File: config.mk
export PLATFORM = sky130hd
export DESIGN_NAME = rsqr_responder
export DESIGN_NICKNAME = d
export VERILOG_FILES = /design/src/shared/rsqr_pkg.sv /design/src/design/rsqr_responder.sv
export SDC_FILE = /design/constraint.sdc
export NUM_CORES = 1
export LEC_CHECK = 0
export ABC_AREA = 1
export BUFFER_PORTS_ARGS = -buffer_cell sky130_fd_sc_hd__buf_2
export CAP_MARGIN = 10
export CELL_PAD_IN_SITES_DETAIL_PLACEMENT = 0
export CELL_PAD_IN_SITES_GLOBAL_PLACEMENT = 1
export CORE_AREA = 5 5 179 181
export DETAILED_ROUTE_END_ITERATION = 16
export DIE_AREA = 0 0 184 186
export GPL_TIMING_DRIVEN = 0
export PLACE_DENSITY_LB_ADDON = 0.12
export SYNTH_ARGS = -nofsm -noshare
export SYNTH_HDL_FRONTEND = slang
export SYNTH_SLANG_ARGS = --single-unit
File: constraint.sdc
create_clock -name clk -period 2 [get_ports clk]
set_input_delay 0.1 -clock clk [delete_from_list [all_inputs] [get_ports clk]]
set_output_delay 0.1 -clock clk [all_outputs]
set_load 0.01 [all_outputs]
File: src/shared/rsqr_pkg.sv
// constants and carriers for the radio status query responder
`default_nettype none
package rsqr_pkg;
  // ==========================================================
  // command opcodes and frame lengths in bytes, opcode counted
  localparam logic [7:0] OP_CHIP_STATE = 8'hc0;
  localparam logic [7:0] OP_RX_BUF = 8'h13;
  localparam logic [7:0] OP_PKT_QUAL = 8'h14;
  localparam logic [7:0] OP_INST_LEVEL = 8'h15;
  localparam logic [7:0] OP_CNT_QUERY = 8'h10;
  localparam logic [7:0] OP_CNT_CLEAR = 8'h00;
  localparam logic [3:0] LEN_CHIP_STATE = 4'h2;
  localparam logic [3:0] LEN_RX_BUF = 4'h4;
  localparam logic [3:0] LEN_PKT_QUAL = 4'h5;
  localparam logic [3:0] LEN_INST_LEVEL = 4'h3;
  localparam logic [3:0] LEN_CNT_QUERY = 4'h8;
  localparam logic [3:0] LEN_CNT_CLEAR = 4'h7;
  localparam logic [3:0] IDX_MAX = 4'hf;
  localparam logic [2:0] BIT_LAST = 3'h7;
  // ==========================================================
  // status byte fields and codes
  localparam int ST_MODE_LO = 4;
  localparam int ST_RES_LO = 1;
  localparam logic [2:0] MODE_UNUSED = 3'h0;
  localparam logic [2:0] MODE_STANDBY_RC_OSC_MODE = 3'h2;
  localparam logic [2:0] MODE_STBY_XTAL = 3'h3;
  localparam logic [2:0] MODE_SYNTH = 3'h4;
  localparam logic [2:0] MODE_RX = 3'h5;
  localparam logic [2:0] MODE_TX = 3'h6;
  localparam logic [2:0] RES_NONE = 3'h0;
  localparam logic [2:0] RES_DATA_AVAIL = 3'h2;
  localparam logic [2:0] RES_TIMEOUT = 3'h3;
  localparam logic [2:0] RES_PROC_ERR = 3'h4;
  localparam logic [2:0] RES_EXEC_FAIL = 3'h5;
  localparam logic [2:0] RES_TX_DONE = 3'h6;
  // ==========================================================
  // register map and watchdog timing
  localparam logic [7:0] REG_CTRL = 8'h00;
  localparam logic [7:0] REG_STATUS = 8'h04;
  localparam logic [7:0] REG_COUNT = 8'h08;
  localparam int CTRL_WDT_EN = 0;
  localparam logic CTRL_WDT_EN_RST = 1'b1;
  localparam int WDT_TIME_US = 1000;
  localparam int CLK_MHZ = 100;
  localparam int WDT_CYCLES = WDT_TIME_US * CLK_MHZ;
  // ==========================================================
  // carriers from the modem and packet handler
  typedef struct packed {
    logic [7:0] receive_flags;
    logic [7:0] payload_mean_level;
    logic [7:0] packet_mean_level;
    logic [7:0] packet_noise_ratio;
    logic [7:0] despread_signal_level;
    logic [7:0] instant_level;
    logic [7:0] received_length;
    logic [7:0] received_start_offset;
  } rsqr_meas_s;
  typedef struct packed {
    logic sync_det;
    logic pkt_done;
    logic rx_ok;
    logic checksum_fail;
    logic length_fail;
    logic header_fail;
    logic tx_done;
    logic exec_fail;
  } rsqr_evt_s;
  typedef enum logic {SPI_IDLE, SPI_XFER} rsqr_spi_e;
endpackage
`default_nettype wire

File: src/design/rsqr_responder.sv
// status query responder: spi command port, status byte, counters, apb control
// ==========================================================
//
// The register addresses and the APB register port are this design's own decisions.
`default_nettype none
module rsqr_responder
  import rsqr_pkg::*;
#(
  parameter int unsigned WDT_LIMIT = WDT_CYCLES
) (
  input wire logic clk,
  input wire logic rst_b,
  input wire logic chip_select_n,
  input wire logic sck,
  input wire logic mosi,
  output logic miso,
  input wire logic [2:0] chip_mode,
  input wire logic chirp_mode,
  input wire logic other_opcode_ok,
  input wire rsqr_meas_s meas,
  input wire rsqr_evt_s evt,
  input wire logic psel,
  input wire logic penable,
  input wire logic pwrite,
  input wire logic [7:0] paddr,
  input wire logic [31:0] pwdata,
  output logic [31:0] prdata,
  output logic pready,
  output logic pslverr
);
  // ==========================================================
  // pin synchronisers: [0] sck, [1] select, [2] data
  logic [2:0] pin_s1, pin_s2, pin_s3;
  always_ff @(posedge clk or negedge rst_b) begin
    if (!rst_b) begin
      // idle pin levels: select high, sck low, so no false edge follows reset
      pin_s1 <= 3'h2;
      pin_s2 <= 3'h2;
      pin_s3 <= 3'h2;
    end else begin
      pin_s1 <= {mosi, chip_select_n, sck};
      pin_s2 <= pin_s1;
      pin_s3 <= pin_s2;
    end
  end
  logic sck_rise, sck_fall, cs_fall, cs_rise, mosi_s;
  assign sck_rise = pin_s2[0] & ~pin_s3[0];
  assign sck_fall = ~pin_s2[0] & pin_s3[0];
  assign cs_fall = ~pin_s2[1] & pin_s3[1];
  assign cs_rise = pin_s2[1] & ~pin_s3[1];
  assign mosi_s = pin_s2[2];

  // ==========================================================
  // status byte
  logic [2:0] outcome;
  logic [7:0] status_byte;
  logic wdt_en;
  always_comb begin
    status_byte = 8'h00;
    status_byte[ST_MODE_LO +: 3] = chip_mode;
    status_byte[ST_RES_LO +: 3] = outcome;
  end

  // ==========================================================
  // latched measurements and packet counters
  logic [7:0] sync_level, payload_level, flags, pkt_level, noise, despread;
  logic [7:0] rx_len, rx_off;
  logic [15:0] rcv_cnt, crc_cnt, err_cnt;

  // ==========================================================
  // spi frame engine
  rsqr_spi_e state, next_state;
  logic [2:0] bitc, next_bitc;
  logic [3:0] idx, next_idx;
  logic [7:0] rx_sh, next_rx_sh, opcode, next_opcode, tx_sh, next_tx_sh;
  logic [7:0] resp;
  logic next_miso, all_zero, next_all_zero;
  logic [31:0] wdt, next_wdt;
  logic wdt_hit, next_wdt_hit, perr, next_perr, clr, next_clr;
  logic [7:0] rx_byte;
  logic own_ok;

  // reply byte for position idx of the current frame
  always_comb begin
    resp = status_byte;
    unique case (opcode)
      OP_RX_BUF: begin
        if (idx == 4'h2) resp = rx_len;
        if (idx == 4'h3) resp = rx_off;
      end
      OP_PKT_QUAL: begin
        if (idx == 4'h2) resp = chirp_mode ? pkt_level : flags;
        if (idx == 4'h3) resp = chirp_mode ? noise : sync_level;
        if (idx == 4'h4) resp = chirp_mode ? despread : payload_level;
      end
      OP_INST_LEVEL: begin
        if (idx == 4'h2) resp = meas.instant_level;
      end
      OP_CNT_QUERY: begin
        if (idx == 4'h2) resp = rcv_cnt[15:8];
        if (idx == 4'h3) resp = rcv_cnt[7:0];
        if (idx == 4'h4) resp = crc_cnt[15:8];
        if (idx == 4'h5) resp = crc_cnt[7:0];
        if (idx == 4'h6) resp = err_cnt[15:8];
        if (idx == 4'h7) resp = err_cnt[7:0];
      end
      default: begin
      end
    endcase
  end

  // frame length check at the rising select edge
  always_comb begin
    unique case (opcode)
      OP_CHIP_STATE: own_ok = idx <= LEN_CHIP_STATE;
      OP_RX_BUF: own_ok = idx <= LEN_RX_BUF;
      OP_PKT_QUAL: own_ok = idx <= LEN_PKT_QUAL;
      OP_INST_LEVEL: own_ok = idx <= LEN_INST_LEVEL;
      OP_CNT_QUERY: own_ok = idx <= LEN_CNT_QUERY;
      OP_CNT_CLEAR: own_ok = idx == LEN_CNT_CLEAR && all_zero;
      default: own_ok = other_opcode_ok;
    endcase
  end

  assign rx_byte = {rx_sh[6:0], mosi_s};

  always_comb begin
    next_state = state;
    next_bitc = bitc;
    next_idx = idx;
    next_rx_sh = rx_sh;
    next_opcode = opcode;
    next_tx_sh = tx_sh;
    next_miso = miso;
    next_all_zero = all_zero;
    next_wdt = wdt;
    next_wdt_hit = 1'b0;
    next_perr = 1'b0;
    next_clr = 1'b0;
    unique case (state)
      SPI_IDLE: begin
        if (cs_fall) begin
          next_state = SPI_XFER;
          next_bitc = 3'h0;
          next_idx = 4'h0;
          next_tx_sh = 8'h00;
          next_miso = 1'b0;
          next_all_zero = 1'b1;
          next_wdt = 32'h0;
        end
      end
      SPI_XFER: begin
        if (wdt < WDT_LIMIT) next_wdt = wdt + 32'h1;
        next_wdt_hit = wdt_en && wdt == WDT_LIMIT - 1;
        if (sck_rise) begin
          next_rx_sh = rx_byte;
          next_bitc = bitc + 3'h1;
          if (bitc == BIT_LAST) begin
            if (idx != IDX_MAX) next_idx = idx + 4'h1;
            if (idx == 4'h0) next_opcode = rx_byte;
            if (rx_byte != 8'h00) next_all_zero = 1'b0;
          end
        end
        if (sck_fall) begin
          if (bitc == 3'h0 && idx != 4'h0) next_tx_sh = resp;
          else next_tx_sh = {tx_sh[6:0], 1'b0};
          next_miso = next_tx_sh[7];
        end
        if (cs_rise) begin
          next_state = SPI_IDLE;
          next_miso = 1'b0;
          next_perr = bitc != 3'h0 || idx == 4'h0 || !own_ok;
          next_clr = bitc == 3'h0 && opcode == OP_CNT_CLEAR && own_ok;
        end
      end
    endcase
  end

  always_ff @(posedge clk or negedge rst_b) begin
    if (!rst_b) begin
      state <= SPI_IDLE;
      bitc <= 3'h0;
      idx <= 4'h0;
      rx_sh <= 8'h00;
      opcode <= 8'h00;
      tx_sh <= 8'h00;
      miso <= 1'b0;
      all_zero <= 1'b0;
      wdt <= 32'h0;
      wdt_hit <= 1'b0;
      perr <= 1'b0;
      clr <= 1'b0;
    end else begin
      state <= next_state;
      bitc <= next_bitc;
      idx <= next_idx;
      rx_sh <= next_rx_sh;
      opcode <= next_opcode;
      tx_sh <= next_tx_sh;
      miso <= next_miso;
      all_zero <= next_all_zero;
      wdt <= next_wdt;
      wdt_hit <= next_wdt_hit;
      perr <= next_perr;
      clr <= next_clr;
    end
  end

  // ==========================================================
  // outcome, measurements, counters
  logic [2:0] next_outcome;
  logic [7:0] next_sync_level, next_payload_level, next_flags, next_pkt_level;
  logic [7:0] next_noise, next_despread, next_rx_len, next_rx_off;
  logic [15:0] next_rcv_cnt, next_crc_cnt, next_err_cnt;
  logic err_evt;
  assign err_evt = chirp_mode ? evt.header_fail : evt.length_fail;

  always_comb begin
    next_outcome = outcome;
    // later lines win: watchdog and decode faults outrank radio events
    if (evt.rx_ok) next_outcome = RES_DATA_AVAIL;
    if (evt.tx_done) next_outcome = RES_TX_DONE;
    if (evt.exec_fail) next_outcome = RES_EXEC_FAIL;
    if (perr) next_outcome = RES_PROC_ERR;
    if (wdt_hit) next_outcome = RES_TIMEOUT;
    next_sync_level = sync_level;
    next_payload_level = payload_level;
    next_flags = flags;
    next_pkt_level = pkt_level;
    next_noise = noise;
    next_despread = despread;
    next_rx_len = rx_len;
    next_rx_off = rx_off;
    if (evt.sync_det && !chirp_mode) next_sync_level = meas.instant_level;
    if (evt.pkt_done) begin
      next_payload_level = meas.payload_mean_level;
      next_flags = meas.receive_flags;
      next_pkt_level = meas.packet_mean_level;
      next_noise = meas.packet_noise_ratio;
      next_despread = meas.despread_signal_level;
      next_rx_len = meas.received_length;
      next_rx_off = meas.received_start_offset;
    end
    // an event in the clearing cycle still counts
    next_rcv_cnt = clr ? 16'h0000 : rcv_cnt;
    next_crc_cnt = clr ? 16'h0000 : crc_cnt;
    next_err_cnt = clr ? 16'h0000 : err_cnt;
    if (evt.rx_ok) next_rcv_cnt = next_rcv_cnt + 16'h0001;
    if (evt.checksum_fail) next_crc_cnt = next_crc_cnt + 16'h0001;
    if (err_evt) next_err_cnt = next_err_cnt + 16'h0001;
  end

  always_ff @(posedge clk or negedge rst_b) begin
    if (!rst_b) begin
      outcome <= RES_NONE;
      sync_level <= 8'h00;
      payload_level <= 8'h00;
      flags <= 8'h00;
      pkt_level <= 8'h00;
      noise <= 8'h00;
      despread <= 8'h00;
      rx_len <= 8'h00;
      rx_off <= 8'h00;
      rcv_cnt <= 16'h0000;
      crc_cnt <= 16'h0000;
      err_cnt <= 16'h0000;
    end else begin
      outcome <= next_outcome;
      sync_level <= next_sync_level;
      payload_level <= next_payload_level;
      flags <= next_flags;
      pkt_level <= next_pkt_level;
      noise <= next_noise;
      despread <= next_despread;
      rx_len <= next_rx_len;
      rx_off <= next_rx_off;
      rcv_cnt <= next_rcv_cnt;
      crc_cnt <= next_crc_cnt;
      err_cnt <= next_err_cnt;
    end
  end

  // ==========================================================
  // apb slave: one wait state, unmapped addresses answer with pslverr
  logic next_wdt_en, next_pready, next_pslverr;
  logic [31:0] next_prdata;
  always_comb begin
    next_wdt_en = wdt_en;
    next_pready = 1'b0;
    next_pslverr = 1'b0;
    next_prdata = 32'h0;
    // write lands at the edge where the master samples pready high
    if (psel && penable && pready && pwrite && paddr == REG_CTRL) begin
      next_wdt_en = pwdata[CTRL_WDT_EN];
    end
    if (psel && penable && !pready) begin
      next_pready = 1'b1;
      unique case (paddr)
        REG_CTRL: begin
          next_prdata[CTRL_WDT_EN] = wdt_en;
        end
        REG_STATUS: next_prdata[7:0] = status_byte;
        REG_COUNT: next_prdata = {crc_cnt, rcv_cnt};
        default: next_pslverr = 1'b1;
      endcase
    end
  end

  always_ff @(posedge clk or negedge rst_b) begin
    if (!rst_b) begin
      wdt_en <= CTRL_WDT_EN_RST;
      pready <= 1'b0;
      pslverr <= 1'b0;
      prdata <= 32'h0;
    end else begin
      wdt_en <= next_wdt_en;
      pready <= next_pready;
      pslverr <= next_pslverr;
      prdata <= next_prdata;
    end
  end
endmodule // rsqr_responder
`default_nettype wire

==> results.md <==
- Status: finished with violations
- Leakage Power: 7.733 nW
- Synthesis-to-finish area growth: 38.88%
- Longest Clk Path Bufs: 3
- EDFF count, synth: 0
- GRT Util Overall: 19.68%
- Final setup fails: 13
- Avg WL per Cell: 16.01 um
- WP data arrival: 2.57 ns
- Synth area leader: dfrtp_1
- Via count: 10390
- Mapped Cells: 1426
- Post-Layout Cell Count: 2178
- Die height: 186 um
- Ports: 160
- Clock sink count: 225
- Detailed-route wire length: 34860 um
- Root buffer cell: clkbuf_16
- F_max: 463.7 MHz
- CTS tree: built
- Vias in the first global route: 9927
- Final Hold Fails: 0
- MaxCap Viol Count: 0
- Period utilization: 107.8%
- Reg clk slew, reported paths: 0.06 ns
- Flops & latches, synth: 225
- Num CTS Buffers: 27
- Maximum VDD drop: 0.6552 mV
- First-pass iteration count of the detailed router: 5
- Antenna Nets Post-Route: 0
- Ys Warns: 0
- Global-route wire length before repair: 53800 um
- Most frequent cells in the layout: nand2_1, dfrtp_1, inv_1
- Period minus WS final: 2.157 ns
- Setup ws final: -0.1566 ns
- IO Port Bufs: 125
- Most common cell after layout, fill and taps aside: nand2_1
- Max-slew headroom: 42.50%
- Initial Util: 38.17%
- Initial antenna violation count: 0
- Sequential share of the synthesized area: 48.78%
- Row count: 64
- Skew final: 0.02319 ns
- Least-Margin Pin Slew: 0.8626 ns
- Worst setup path start: clr
- Total core area: 30270 sq um
- Layout cells sized above 1: 27.22%
- Failing checks: negative setup slack
- Prevailing post-synth register cell: dfrtp_1
- Final nets: 1897
- # diodes: 0
- Avg Vias per Cell: 4.770
- Crit path to: crc_cnt[12]
- Synth area leaders: dfrtp_1, nand2_1, inv_1
- Post-Syn Area per Cell: 8.102 sq um
- Pwr dens: 877.2 nW/um^2
- Htree depth: 1
- Reg-to-Reg End: crc_cnt[12]
- CP Launch Type: register
- CP required: 2.41 ns
- Synth async-reset ratio: 100.0%
- Reg2Reg Setup Slack: -0.16 ns
- Total gr overflow: 0
- Max Slew Vio Count: 0
- Tightest Hold Check Type: input pin to register
- Die Wd: 184 um
- Post-synth cell types: 48
- CP Capture Type: register
- Mapped Area: 11550 sq um
- DR DRC count: 0
- Synth top area share: 47.87%
- DP HPWL: 24470 um
- Skew-Pair Late Insertion Delay: 0.55 ns
- RePlAce Congestion: 0.8231
- R2R depth: 13
- Fin util: 53.01%
- Placed Cells: 1948
- RSZ-0062 raised after global routing: yes
- FF-to-FF Start: clr
- Synth Net Count: 1562
- DRT iter0 DRCs: 585
- Largest net degree at the start of global routing: 118
- CP Max Fanout: 3
- Die area: 34220 sq um
- Crit path kind: register to register
critical path: stages, from the launching register on:
cell     delay, ns
dfrtp_2       0.45
buf_6         0.16
inv_6         0.06
nand2_4       0.05
inv_4         0.07
ha_4          0.13
nand2_4       0.05
nor3_4        0.19
inv_2         0.06
nor2_4        0.13
nand2_2       0.10
nor4_4        0.30
nand3_1       0.12
xor2_1        0.15
how the worst min path moves through the flow:
stage	from	endpoint	cells after the start
2_1_floorplan	rst_b	all_zero	0
4_1_cts	evt[3]	err_cnt[0]	4
5_1_grt	evt[3]	err_cnt[0]	4
3_3_place_gp	chip_select_n	pin_s1[1]	1
6_report	evt[3]	err_cnt[0]	4
3_5_place_dp	chip_select_n	pin_s1[1]	1
power breakdown:
part / internal, mW / switching [mW] / leakage [nW] / total (mW)
sequential: 5.08 / 0.419 / 2.91 / 5.50
clock: 3.19 / 1.98 / 0.456 / 5.17
combinational: 1.40 / 2.01 / 4.37 / 3.41
total: 9.67 / 4.41 / 7.73 / 14.1
state kept, by name (all words and copies together), names as in the netlist, 16 cells and up:
| register | cells |
|---|---|
| crc_cnt | 16 |
| rcv_cnt | 16 |
| wdt | 32 |
| prdata | 32 |
| err_cnt | 16 |
logic make-up (layout without fill, tap and decap cells):
group                    count (synthesis)  in the layout  share of synthesized area, %
flip-flops                             225            225                         48.78
buffers and inverters                  237            593                         8.285
multiplexers                            39             39                         3.801
AND/OR/NAND/NOR                        699            699                         26.52
AO/OA/AOI/OAI                          161            161                         7.332
adder cells (fa/ha/maj)                 11             11                         1.191
XOR/XNOR                                54             54                         4.094
metrics by stage:
| stage | area [sq um] | worst slack [ns] | setup TNS, ns | hold slack (ns) | power, mW |
|---|---|---|---|---|---|
| 6_report | 16050 | -0.1566 | -1.008 | 0.02219 | 14.08 |
| 5_1_grt | 16050 | -0.2573 | -2.538 | 0.02186 | 14.84 |
| 4_1_cts | 15250 | -0.2377 | -1.032 | 0.003107 | 13.74 |
| 3_5_place_dp | 12750 | -0.5243 | -8.397 | 0.2064 | 8.131 |
| 3_3_place_gp | 12720 | -3.309 | -739.48 | 0.2066 | 8.094 |
| 2_1_floorplan | 11590 | -0.03907 | -0.06022 | -0.1956 | 7.232 |
layer usage:
metal,share of wire (%),wire length (um),GRT usage [%]
met3,5.1,1769,2.286
met2,46,16130,31.78
met4,1.6,572,3.963
met5,0,0,0
met1,47,16390,28.80
final cells by class:
type	instances	area [sq um]
fillers	2949	14220
flip-flops and latches	225	5643
multi-input cells	964	5574
repair buffers	309	2332
clock buffers	37	763.2
inverters	188	729.5
well taps	396	495.5
plain buffers	46	327.8
clock inverters	13	180.2
synthesized netlist by cell type, types with 3 or more instances:
master and n:
nand2_1 355, dfrtp_1 221, inv_1 178, nor2_1 150, o21ai_0 93, nand3_1 86, xor2_1 46, a21oi_1 42
mux2_2 39, nor3_1 38, clkbuf_1 30, nand4_1 18, nor2_2 14, buf_2 12, ha_1 11, nand2_2 9
nor4_1 9, o21ai_1 9, xnor2_1 8, buf_6 6, inv_2 6, nor3_2 5, dfstp_2 4, o22ai_1 4
o211ai_1 3
timing repair:
| action | in CTS | in global routing |
|---|---|---|
| resized for setup | 76 | 136 |
| endpoints found under the setup margin | 51 | 65 |
| pin swaps | 29 | 51 |
| hold buffers | 90 | 0 |
| cloned | 0 | 1 |
| setup buffers | 48 | 46 |
| hold endpoints to repair | 204 | 0 |
Note: power is estimated with default switching activity, not from simulation.
